[config.mk]
export PLATFORM = sky130hd
export DESIGN_NAME = cstl_selftest
export DESIGN_NICKNAME = d
export VERILOG_FILES = /design/src/verilog/cstl_pkg.sv /design/src/verilog/cstl_selftest.sv
export SDC_FILE = /design/constraint.sdc
export NUM_CORES = 2
export LEC_CHECK = 0
export BUFFER_PORTS_ARGS = -buffer_cell sky130_fd_sc_hd__buf_4
export CORE_MARGIN = 10
export CORE_UTILIZATION = 55
export CTS_CLUSTER_SIZE = 30
export DETAILED_ROUTE_END_ITERATION = 8
export PLACE_DENSITY = 0.77
export REMOVE_ABC_BUFFERS = 1
export SETUP_SLACK_MARGIN = 0.1
export SLEW_MARGIN = 10
export SYNTH_ARGS = -nofsm -noshare
export SYNTH_HDL_FRONTEND = slang
export SYNTH_SLANG_ARGS = --single-unit
[constraint.sdc]
create_clock -name SYS_CLK_I -period 5.53 [get_ports SYS_CLK_I]
set_input_delay 1.106 -clock SYS_CLK_I [delete_from_list [all_inputs] [get_ports SYS_CLK_I]]
set_output_delay 1.106 -clock SYS_CLK_I [all_outputs]
set_load 0.02 [all_outputs]
[src/verilog/cstl_pkg.sv]
// constants and types for the self-test sequencer and lockout controller
// assumes one 100 MHz clock and a synchronous, active-high reset
`default_nettype none
package cstl_pkg;

   // ************************************************************
   // sequencer states and status codes
   // ************************************************************
   typedef enum logic [1:0] {
      CSTL_S_START = 2'b00,
      CSTL_S_WAIT  = 2'b01,
      CSTL_S_OPER  = 2'b10,
      CSTL_S_LOCK  = 2'b11
   } cstl_state_t;

   localparam logic [1:0] CSTL_STAT_TEST = 2'h1;
   localparam logic [1:0] CSTL_STAT_OPER = 2'h2;
   localparam logic [1:0] CSTL_STAT_LOCK = 2'h3;

   // ************************************************************
   // known_answer_test set, run in this order
   // ************************************************************
   typedef enum logic [3:0] {
      CSTL_KAT_AES_CCM_ENC = 4'h0,
      CSTL_KAT_AES_CCM_DEC = 4'h1,
      CSTL_KAT_AES_ECB_ENC = 4'h2,
      CSTL_KAT_AES_ECB_DEC = 4'h3,
      CSTL_KAT_TDES_ENC    = 4'h4,
      CSTL_KAT_TDES_DEC    = 4'h5,
      CSTL_KAT_HMAC_SHA1   = 4'h6,
      CSTL_KAT_HMAC_SHA256 = 4'h7,
      CSTL_KAT_AES_CMAC    = 4'h8
   } cstl_kat_t;

   localparam logic [3:0] CSTL_KAT_FIRST = 4'h0;
   localparam logic [3:0] CSTL_KAT_LAST  = 4'h8;

   // ************************************************************
   // key storage defaults
   // ************************************************************
   localparam int CSTL_KEY_W     = 256;
   localparam int CSTL_KEY_SLOTS = 8;
   localparam int CSTL_KEY_RESET = 0;

endpackage
`default_nettype wire

[src/verilog/cstl_selftest.sv]
// self-test sequencer, lockout and secret_parameter storage of the crypto_module
// assumes the algorithm datapath runs one known_answer_test per start pulse,
// on the same clock, and answers with a one-cycle done pulse and a pass level
//
// Functional notes
// (RULE1) Self-test starts on its own after power-up reset, no command needed.
// (RULE2) The whole test set is one atomic action ending in pass or fail only.
// (RULE3) A passing outcome moves the block into the operational state.
// (RULE4) A failing outcome enters an error state with no crypto service.
// (RULE5) A module reset event reruns the complete self-test sequence.
// (RULE6) Testing begins immediately on reset and runs until every test is done; the code stops at the first failing test.
// (RULE7) Services reach external requesters only after a passing self-test.
// (RULE8) Any test error locks the block and refuses every external access; a request with RST_I high and MOD_RESET_I low gets neither grant nor refuse.
// (RULE9) While locked only a reset is obeyed, and it reruns the full self-test.
// (RULE10) A failing retry keeps the block locked, with no limit on retries.
// (RULE11) The host leaves the error state or forces testing by power cycle or reset.
// (RULE12) The test set covers AES CCM/ECB both ways, TDES ECB both ways, HMAC SHA-1/256, AES-CMAC.
// (RULE13) Keys live in internal key storage or in a legacy key register.
// (RULE14) A key is erased on module reset and destroyed when its slot is rewritten.
// (RULE15) Every reset clears all secret_parameters to zero.
// (RULE16) Key storage is write-only; reads return zeros.
// (RULE17) A status output tells testing, operational and locked apart.
`timescale 1ns/1ps
`default_nettype none
module cstl_selftest #(
   parameter int KEY_W     = cstl_pkg::CSTL_KEY_W,
   parameter int KEY_SLOTS = cstl_pkg::CSTL_KEY_SLOTS
) (
   // clock and reset
   input  wire logic                         SYS_CLK_I,
   input  wire logic                         RST_I,
   // module reset event from host
   input  wire logic                         MOD_RESET_I,
   // known_answer_test datapath
   output logic                              KAT_START_O,
   output logic [3:0]                        KAT_SEL_O,
   input  wire logic                         KAT_DONE_I,
   input  wire logic                         KAT_PASS_I,
   // external service access
   input  wire logic                         ACC_REQ_I,
   output logic                              ACC_GRANT_O,
   output logic                              ACC_REFUSE_O,
   output logic                              SVC_EN_O,
   output logic [1:0]                        STATUS_O,
   // key storage
   input  wire logic                         KEY_WR_I,
   input  wire logic                         KEY_LEGACY_I,
   input  wire logic [$clog2(KEY_SLOTS)-1:0] KEY_SLOT_I,
   input  wire logic [KEY_W-1:0]             KEY_DATA_I,
   input  wire logic                         KEY_RD_I,
   output logic [KEY_W-1:0]                  KEY_RD_DATA_O,
   input  wire logic                         ENG_LEGACY_I,
   input  wire logic [$clog2(KEY_SLOTS)-1:0] ENG_SLOT_I,
   output logic [KEY_W-1:0]                  KEY_ENG_O
);

   // ************************************************************
   // state
   // ************************************************************
   cstl_pkg::cstl_state_t state_reg;
   cstl_pkg::cstl_state_t state_next;
   logic [3:0]            kat_idx_reg;
   logic [3:0]            kat_idx_next;
   logic [KEY_W-1:0]      key_mem [KEY_SLOTS];
   logic [KEY_W-1:0]      legacy_key_reg;
   logic                  kat_start_reg;
   logic                  grant_reg;
   logic                  refuse_reg;
   logic                  svc_en_reg;
   logic [1:0]            status_reg;
   logic [KEY_W-1:0]      key_eng_reg;
   logic                  keys_zero;

   // ************************************************************
   // decode
   // ************************************************************
   // a module reset event acts like the reset pin, from any state, except that a request in that cycle is refused
   wire restart     = RST_I | MOD_RESET_I;
   wire in_oper     = (state_reg == cstl_pkg::CSTL_S_OPER);
   wire in_wait     = (state_reg == cstl_pkg::CSTL_S_WAIT);
   wire kat_fail    = in_wait & KAT_DONE_I & ~KAT_PASS_I;
   wire kat_ok      = in_wait & KAT_DONE_I & KAT_PASS_I;
   wire kat_is_last = (kat_idx_reg == cstl_pkg::CSTL_KAT_LAST);
   wire oper_next   = (state_next == cstl_pkg::CSTL_S_OPER);
   // keys are only accepted once the block is released
   wire key_wr_ok   = KEY_WR_I & in_oper & ~MOD_RESET_I;
   wire [KEY_W-1:0] eng_key = ENG_LEGACY_I ? legacy_key_reg : key_mem[ENG_SLOT_I];

   function automatic logic [1:0] status_of(input cstl_pkg::cstl_state_t s);
      unique case (s)
         cstl_pkg::CSTL_S_START: status_of = cstl_pkg::CSTL_STAT_TEST;
         cstl_pkg::CSTL_S_WAIT:  status_of = cstl_pkg::CSTL_STAT_TEST;
         cstl_pkg::CSTL_S_OPER:  status_of = cstl_pkg::CSTL_STAT_OPER;
         cstl_pkg::CSTL_S_LOCK:  status_of = cstl_pkg::CSTL_STAT_LOCK;
      endcase
   endfunction

   // ************************************************************
   // sequencer
   // ************************************************************
   always_comb begin
      state_next   = state_reg;
      kat_idx_next = kat_idx_reg;
      unique case (state_reg)
         // (RULE12) walk every test
         cstl_pkg::CSTL_S_START: begin
            state_next = cstl_pkg::CSTL_S_WAIT;
         end
         // (RULE2) single pass or fail
         cstl_pkg::CSTL_S_WAIT: begin
            if (kat_fail) begin
               // (RULE4) fail locks out
               state_next = cstl_pkg::CSTL_S_LOCK;
            end else if (kat_ok && kat_is_last) begin
               // (RULE3) pass releases
               state_next = cstl_pkg::CSTL_S_OPER;
            end else if (kat_ok) begin
               state_next   = cstl_pkg::CSTL_S_START;
               kat_idx_next = kat_idx_reg + 4'h1;
            end
         end
         cstl_pkg::CSTL_S_OPER: begin
            state_next = cstl_pkg::CSTL_S_OPER;
         end
         // (RULE10) locked until reset
         cstl_pkg::CSTL_S_LOCK: begin
            state_next = cstl_pkg::CSTL_S_LOCK;
         end
      endcase
   end

   // (RULE1) automatic start on reset
   // (RULE5) module reset reruns
   // (RULE9) only reset leaves lock
   always_ff @(posedge SYS_CLK_I) begin
      if (restart) begin
         state_reg   <= cstl_pkg::CSTL_S_START;
         kat_idx_reg <= cstl_pkg::CSTL_KAT_FIRST;
      end else begin
         state_reg   <= state_next;
         kat_idx_reg <= kat_idx_next;
      end
   end

   // (RULE6) start pulse per test
   always_ff @(posedge SYS_CLK_I) begin
      if (restart) begin
         kat_start_reg <= 1'b0;
      end else begin
         kat_start_reg <= (state_reg == cstl_pkg::CSTL_S_START);
      end
   end

   // ************************************************************
   // service gating and status
   // ************************************************************
   // (RULE7) release only after pass
   // (RULE8) refuse unless released, except in a cycle with RST_I high and MOD_RESET_I low
   // (RULE17) status follows state
   always_ff @(posedge SYS_CLK_I) begin
      if (restart) begin
         grant_reg  <= 1'b0;
         refuse_reg <= ACC_REQ_I & MOD_RESET_I;
         svc_en_reg <= 1'b0;
         status_reg <= cstl_pkg::CSTL_STAT_TEST;
      end else begin
         grant_reg  <= ACC_REQ_I & in_oper;
         refuse_reg <= ACC_REQ_I & ~in_oper;
         svc_en_reg <= oper_next;
         status_reg <= status_of(state_next);
      end
   end

   // ************************************************************
   // key storage
   // ************************************************************
   // (RULE14) erase on reset, overwrite
   // (RULE15) clear all on reset
   always_ff @(posedge SYS_CLK_I) begin
      if (restart) begin
         for (int i = 0; i < KEY_SLOTS; i++) begin
            key_mem[i] <= KEY_W'(cstl_pkg::CSTL_KEY_RESET);
         end
         legacy_key_reg <= KEY_W'(cstl_pkg::CSTL_KEY_RESET);
      end else if (key_wr_ok && KEY_LEGACY_I) begin
         legacy_key_reg <= KEY_DATA_I;
      end else if (key_wr_ok) begin
         key_mem[KEY_SLOT_I] <= KEY_DATA_I;
      end
   end

   // (RULE13) storage or legacy key
   // (RULE16) host reads give zeros
   // the engine sees keys only while released; no path leads a key outward
   always_ff @(posedge SYS_CLK_I) begin
      if (restart) begin
         key_eng_reg <= KEY_W'(cstl_pkg::CSTL_KEY_RESET);
      end else begin
         key_eng_reg <= oper_next ? eng_key : KEY_W'(cstl_pkg::CSTL_KEY_RESET);
      end
   end

   assign KAT_START_O   = kat_start_reg;
   assign KAT_SEL_O     = kat_idx_reg;
   assign ACC_GRANT_O   = grant_reg;
   assign ACC_REFUSE_O  = refuse_reg;
   assign SVC_EN_O      = svc_en_reg;
   assign STATUS_O      = status_reg;
   assign KEY_ENG_O     = key_eng_reg;
   assign KEY_RD_DATA_O = KEY_W'(cstl_pkg::CSTL_KEY_RESET);

   always_comb begin
      keys_zero = (legacy_key_reg == '0);
      for (int i = 0; i < KEY_SLOTS; i++) begin
         keys_zero = keys_zero & (key_mem[i] == '0);
      end
   end
endmodule
`default_nettype wire

; After elaboration in Yosys (flattened, before gate mapping)
; Memories as Yosys holds them, arrays and structs flattened.
; Cells that the tools add are included.
[totals]
register_bits = 524
latchBits = 0
mem_bits_rw = 2048
mem_bits_ro = 0
input_bits = 272
output_inout_bits = 522
wordCells = 57
mem_count = 1
[classes]
n_addsub = 1
n_mul = 0
div = 0
n_lt_le_gt_ge = 0
n_eq_ne = 7
shifts = 0
muxes = 16
n_bitwise = 15
reduce_logical = 8
[memory_table]
columns = memory, depth, width, rd, rd_ports_with_merged_regs, wr, line_no
row1 = key_mem, 8, 256, 1, 0, 8, cstl_selftest.sv:64  ; logic [KEY_W-1:0] key_mem [KEY_SLOTS];
[ops]
columns = op, n
row1 = 256-bit two-way mux, 2
row2 = 256-bit OR reduction, 1
row3 = 1-bit bitwise AND, 8
row4 = 2-bit == test (second input constant), 4
row5 = 1-bit two-way mux, 8
row6 = 2-bit one-hot mux with 4 select lines, 1
row7 = 2-bit two-way mux, 3
row8 = 1-bit NOT, 6
row9 = 2-bit one-hot mux with 3 select lines, 1
row10 = 4-bit by 1-bit adder with 4-bit output (second input constant), 1
row11 = 2-bit by 1-bit == test with 1-bit output (second input constant), 2
row12 = 4-bit == test (second input constant), 1
row13 = 2-bit logical NOT, 2
row14 = 4-bit AND reduction, 1
row15 = 2-bit OR reduction, 2
row16 = 3-bit two-way mux, 1
row17 = 1-bit logical AND, 2
row18 = 1-bit bitwise OR, 1

; Depth between registers and ports, before layout
[depth]
word_depth = 10
depth_mapped = 7
mapped_depth_nobuf = 5

; Least setup slack after synthesis
; No wires, ideal clock.
[synth_timing]
kind = input port to flip-flop
startpoint = in MOD_RESET_I
endpoint = mem key_mem[2][0] in the netlist's numbering, enable pin
setup_ns = 0.511
t_arrival_ns = 5.284
t_required_ns = 5.019
setup_slack_ns = -0.266
stages = 5
n_path_buf = 2
cell_sequence = or3_1 > buf_2 > nor4_4 > clkbuf_2 > or2_2
[synth_rtl]
columns = element, line_no
row1 = "start, declared", cstl_selftest.sv:33  ; input wire logic MOD_RESET_I,
row2 = "end, declared", cstl_selftest.sv:64

==> results.tsv <==
metric	value	unit
Period minus WS final	3.31	ns
EDFF count, synth	2048	
final hold violation count	0	
CP required	6.27	ns
H-tree Lvls	5	
Final Setup Violations	0	
core area	198000	sq um
Slew headroom	16.5	%
Tot GR Track Use	26.7	%
Final Util	63.0	%
worst min-delay path class	in2reg	
DRT Pass-1 Iters	6	
Worst Path Buf+Inv	3	
Setup crit start	MOD_RESET_I	
library cells used by synthesis	36	
switching power	9.04	mW
switching share of power	21.5	%
CTS resizes	0	
Synth Cell Area	109000	sq um
RSZ-0062 raised after global routing	no	
dpl cells	10400	
WL/cell	27.0	microns
multi-input logic area	32900	sq um
Worst Max-Slew Pin Slew	1.22	ns
max_cap viols	0	
die footprint	217000	sq um
largest net degree at the start of global routing	158	
reg-to-reg endpoint	key_mem[6][90]	
min-delay src	ACC_REQ_I	
CP startpoint kind	primary input	
yosys warns	0	
Final Non-Filler Cells	10900	
clk_lat worst skew	0.95	ns
ys flop type	edfxtp_1	
reg2reg path depth	5	
reg2reg start	state_reg[1]	
pre-CTS setup slack	1.46	ns
CTS root buf	clkbuf_16	
initial DRC count	8314	
max-slew violations	0	
TritonCTS clock tree	built	
reg-to-reg slack, setup	2.24	ns
Max Root-Sink Buffers	4	
most frequent CP cell	buf_4	
Crit-path slowest cell	buf_4	
Final Power	42.0	mW
post-synthesis async set-or-reset flop share	0	%
initial antenna violation count	58	
Fin Setup TNS	0	ns
Largest register FFs	2048	
Post-CTS Setup Bufs	0	
fill count	14000	
Worst-path clk slew	0.06	ns
fraction of layout cells with a size suffix above 1	20.4	%
Pleak	46.8	nW
Initial Util	55.4	%
power density over cell area	337	nW/um^2
Post-Synthesis Cells	7563	
internal power	32.9	mW
cts hold-fix bufs	0	
#FFs+latches synth	2572	
Chip Width	466	microns
design area	125000	sq um
Worst setup EP type	register	
gr ovfl total	0	
Final ANT Viol Nets	0	
Port-buffer cells	536	
status	finished, final reports clean	
Seq/Total Area, Yosys	65.8	%
WS Path Type	in2reg	
DRC violations left	0	
clock network fraction of total power	43.1	%
TritonCTS buffer count	281	
vias in the first global route	68700	
Levels on crit path	6	
Rows	163	
via count	65400	
hold_ws	0.383	ns
CP top delay family	buffers and inverters	
drt total wl	294000	microns
Worst IR Drop VDD	0.285	mV
PnR worst setup slack	2.22	ns
Logic pwr share	5.5	%
HPWL after detailed placement	159000	microns
Die Y-Extent	466	microns
placed cell area	116000	sq um
critical path endpoint	key_mem[6][90]	
Peak Freq	302	MHz
crit path DAT	4.05	ns
clock sinks	2572	
gpl congestion	0.769	
crit-path cells	buf_4 > or3_1 > nor4_4 > buf_4 > buf_4 > and2_1	
CP max stage delay	0.69	ns
via/cell ratio	6.00	
syn avg cell area	14.5	sq um
final worst path period share	59.8	%
first-pass GRT wire length	438000	microns
clk_skew	0.0771	ns
Nets	8288	
Crit Path Max Fanout	53	
Reg power frac	51.4	%
Ports	794	
Layout area overhead	13.8	%
register area	72000	sq um
==> power groups by stage <==
stage,logic [mW],registers (mW),clock network (mW)
finish,2.29,21.6,18.1
global route,2.42,21.6,19.1
CTS,2.27,21.6,18.3
detailed placement,2.26,22.0,0
global placement,2.24,21.9,0
floorplan,1.11,22.0,0
==> kinds of logic (layout without fill, tap and decap cells) <==
group / after synthesis / count (layout) / share of synthesized area (%)
adders and majority gates: 2 / 2 / 0.0229
other: 1 / 285 / 0.00343
AOI/OAI and AO/OA: 781 / 781 / 4.76
muxes: 512 / 512 / 10.5
and+or+nand+nor: 2607 / 2607 / 13.8
DFF: 2572 / 2572 / 65.8
buffers and inverters: 1088 / 1489 / 5.07
==> cells in the final DEF, fill, tap and decap left out, types with 72 or more instances in the layout <==
| cell type | n |
|---|---|
| and2_1 | 2048 |
| a2111oi_0 | 244 |
| a21oi_1 | 261 |
| buf_4 | 666 |
| buf_12 | 72 |
| nand2_1 | 515 |
| conb_1 | 256 |
| mux4_2 | 512 |
| clkbuf_1 | 79 |
| edfxtp_1 | 2048 |
| clkbuf_16 | 292 |
| inv_1 | 260 |
| o22ai_1 | 256 |
| dfxtp_1 | 524 |
==> per-layer routing <==
metal | wire (microns) | share of wire, % | GRT usage, % | vias up
met2 | 143000 | 49 | 43.3 | 3844
met1 | 109000 | 37 | 35.1 | 33100
met4 | 9000 | 3.1 | 10.0 | 46
met3 | 33300 | 11 | 6.31 | 527
li1 | - | - | - | 27800
met5 | 297 | 0.10 | 0 | -
==> worst reg2reg max path: stages, from the launching register on <==
cell	delay [ns]
dfxtp_1	0.49
nand3b_2	0.39
nor4_4	0.49
buf_4	0.63
buf_4	0.84
and2_1	0.26
==> cell usage after synthesis, drive strengths merged, types with 3 or more instances <==
cell | number | share of area (%)
and2 | 2048 | 12
edfxtp | 2048 | 56
dfxtp | 524 | 9.6
nand2 | 515 | 1.8
mux4 | 512 | 11
buf | 435 | 2.7
clkbuf | 393 | 1.5
a21oi | 262 | 1.2
inv | 260 | 0.89
a2111oi | 256 | 2.1
o22ai | 256 | 1.5
or2 | 11 | 0.063
nor4 | 6 | 0.12
nor2 | 4 | 0.014
o21ai | 4 | 0.018
nand2b | 3 | 0.017
nand3 | 3 | 0.014
nor3 | 3 | 0.014
==> worst min path at each step <==
| stage | slack (ns) | endpoint | cells past startpoint |
|---|---|---|---|
| 6_report | 0.38 | ACC_REFUSE_O | 2 |
| 5_1_grt | 0.36 | ACC_REFUSE_O | 2 |
| 4_1_cts | 0.32 | ACC_REFUSE_O | 2 |
| 3_5_place_dp | 0.45 | legacy_key_reg[141] | 2 |
| 3_3_place_gp | 0.44 | legacy_key_reg[71] | 2 |
| 2_1_floorplan | 0.44 | legacy_key_reg[0] | 2 |
==> area by class of cell <==
type | count | share of cell area (%)
diodes | 29 | 0.0583
clock buffers | 412 | 6.56
clock inverters | 76 | 0.534
inverters | 260 | 0.783
multi-input cells | 4158 | 26.4
flip-flops and latches | 2572 | 57.8
well taps | 2640 | 2.65
repair buffers | 741 | 5.21
(Power assumes the default switching activity.)
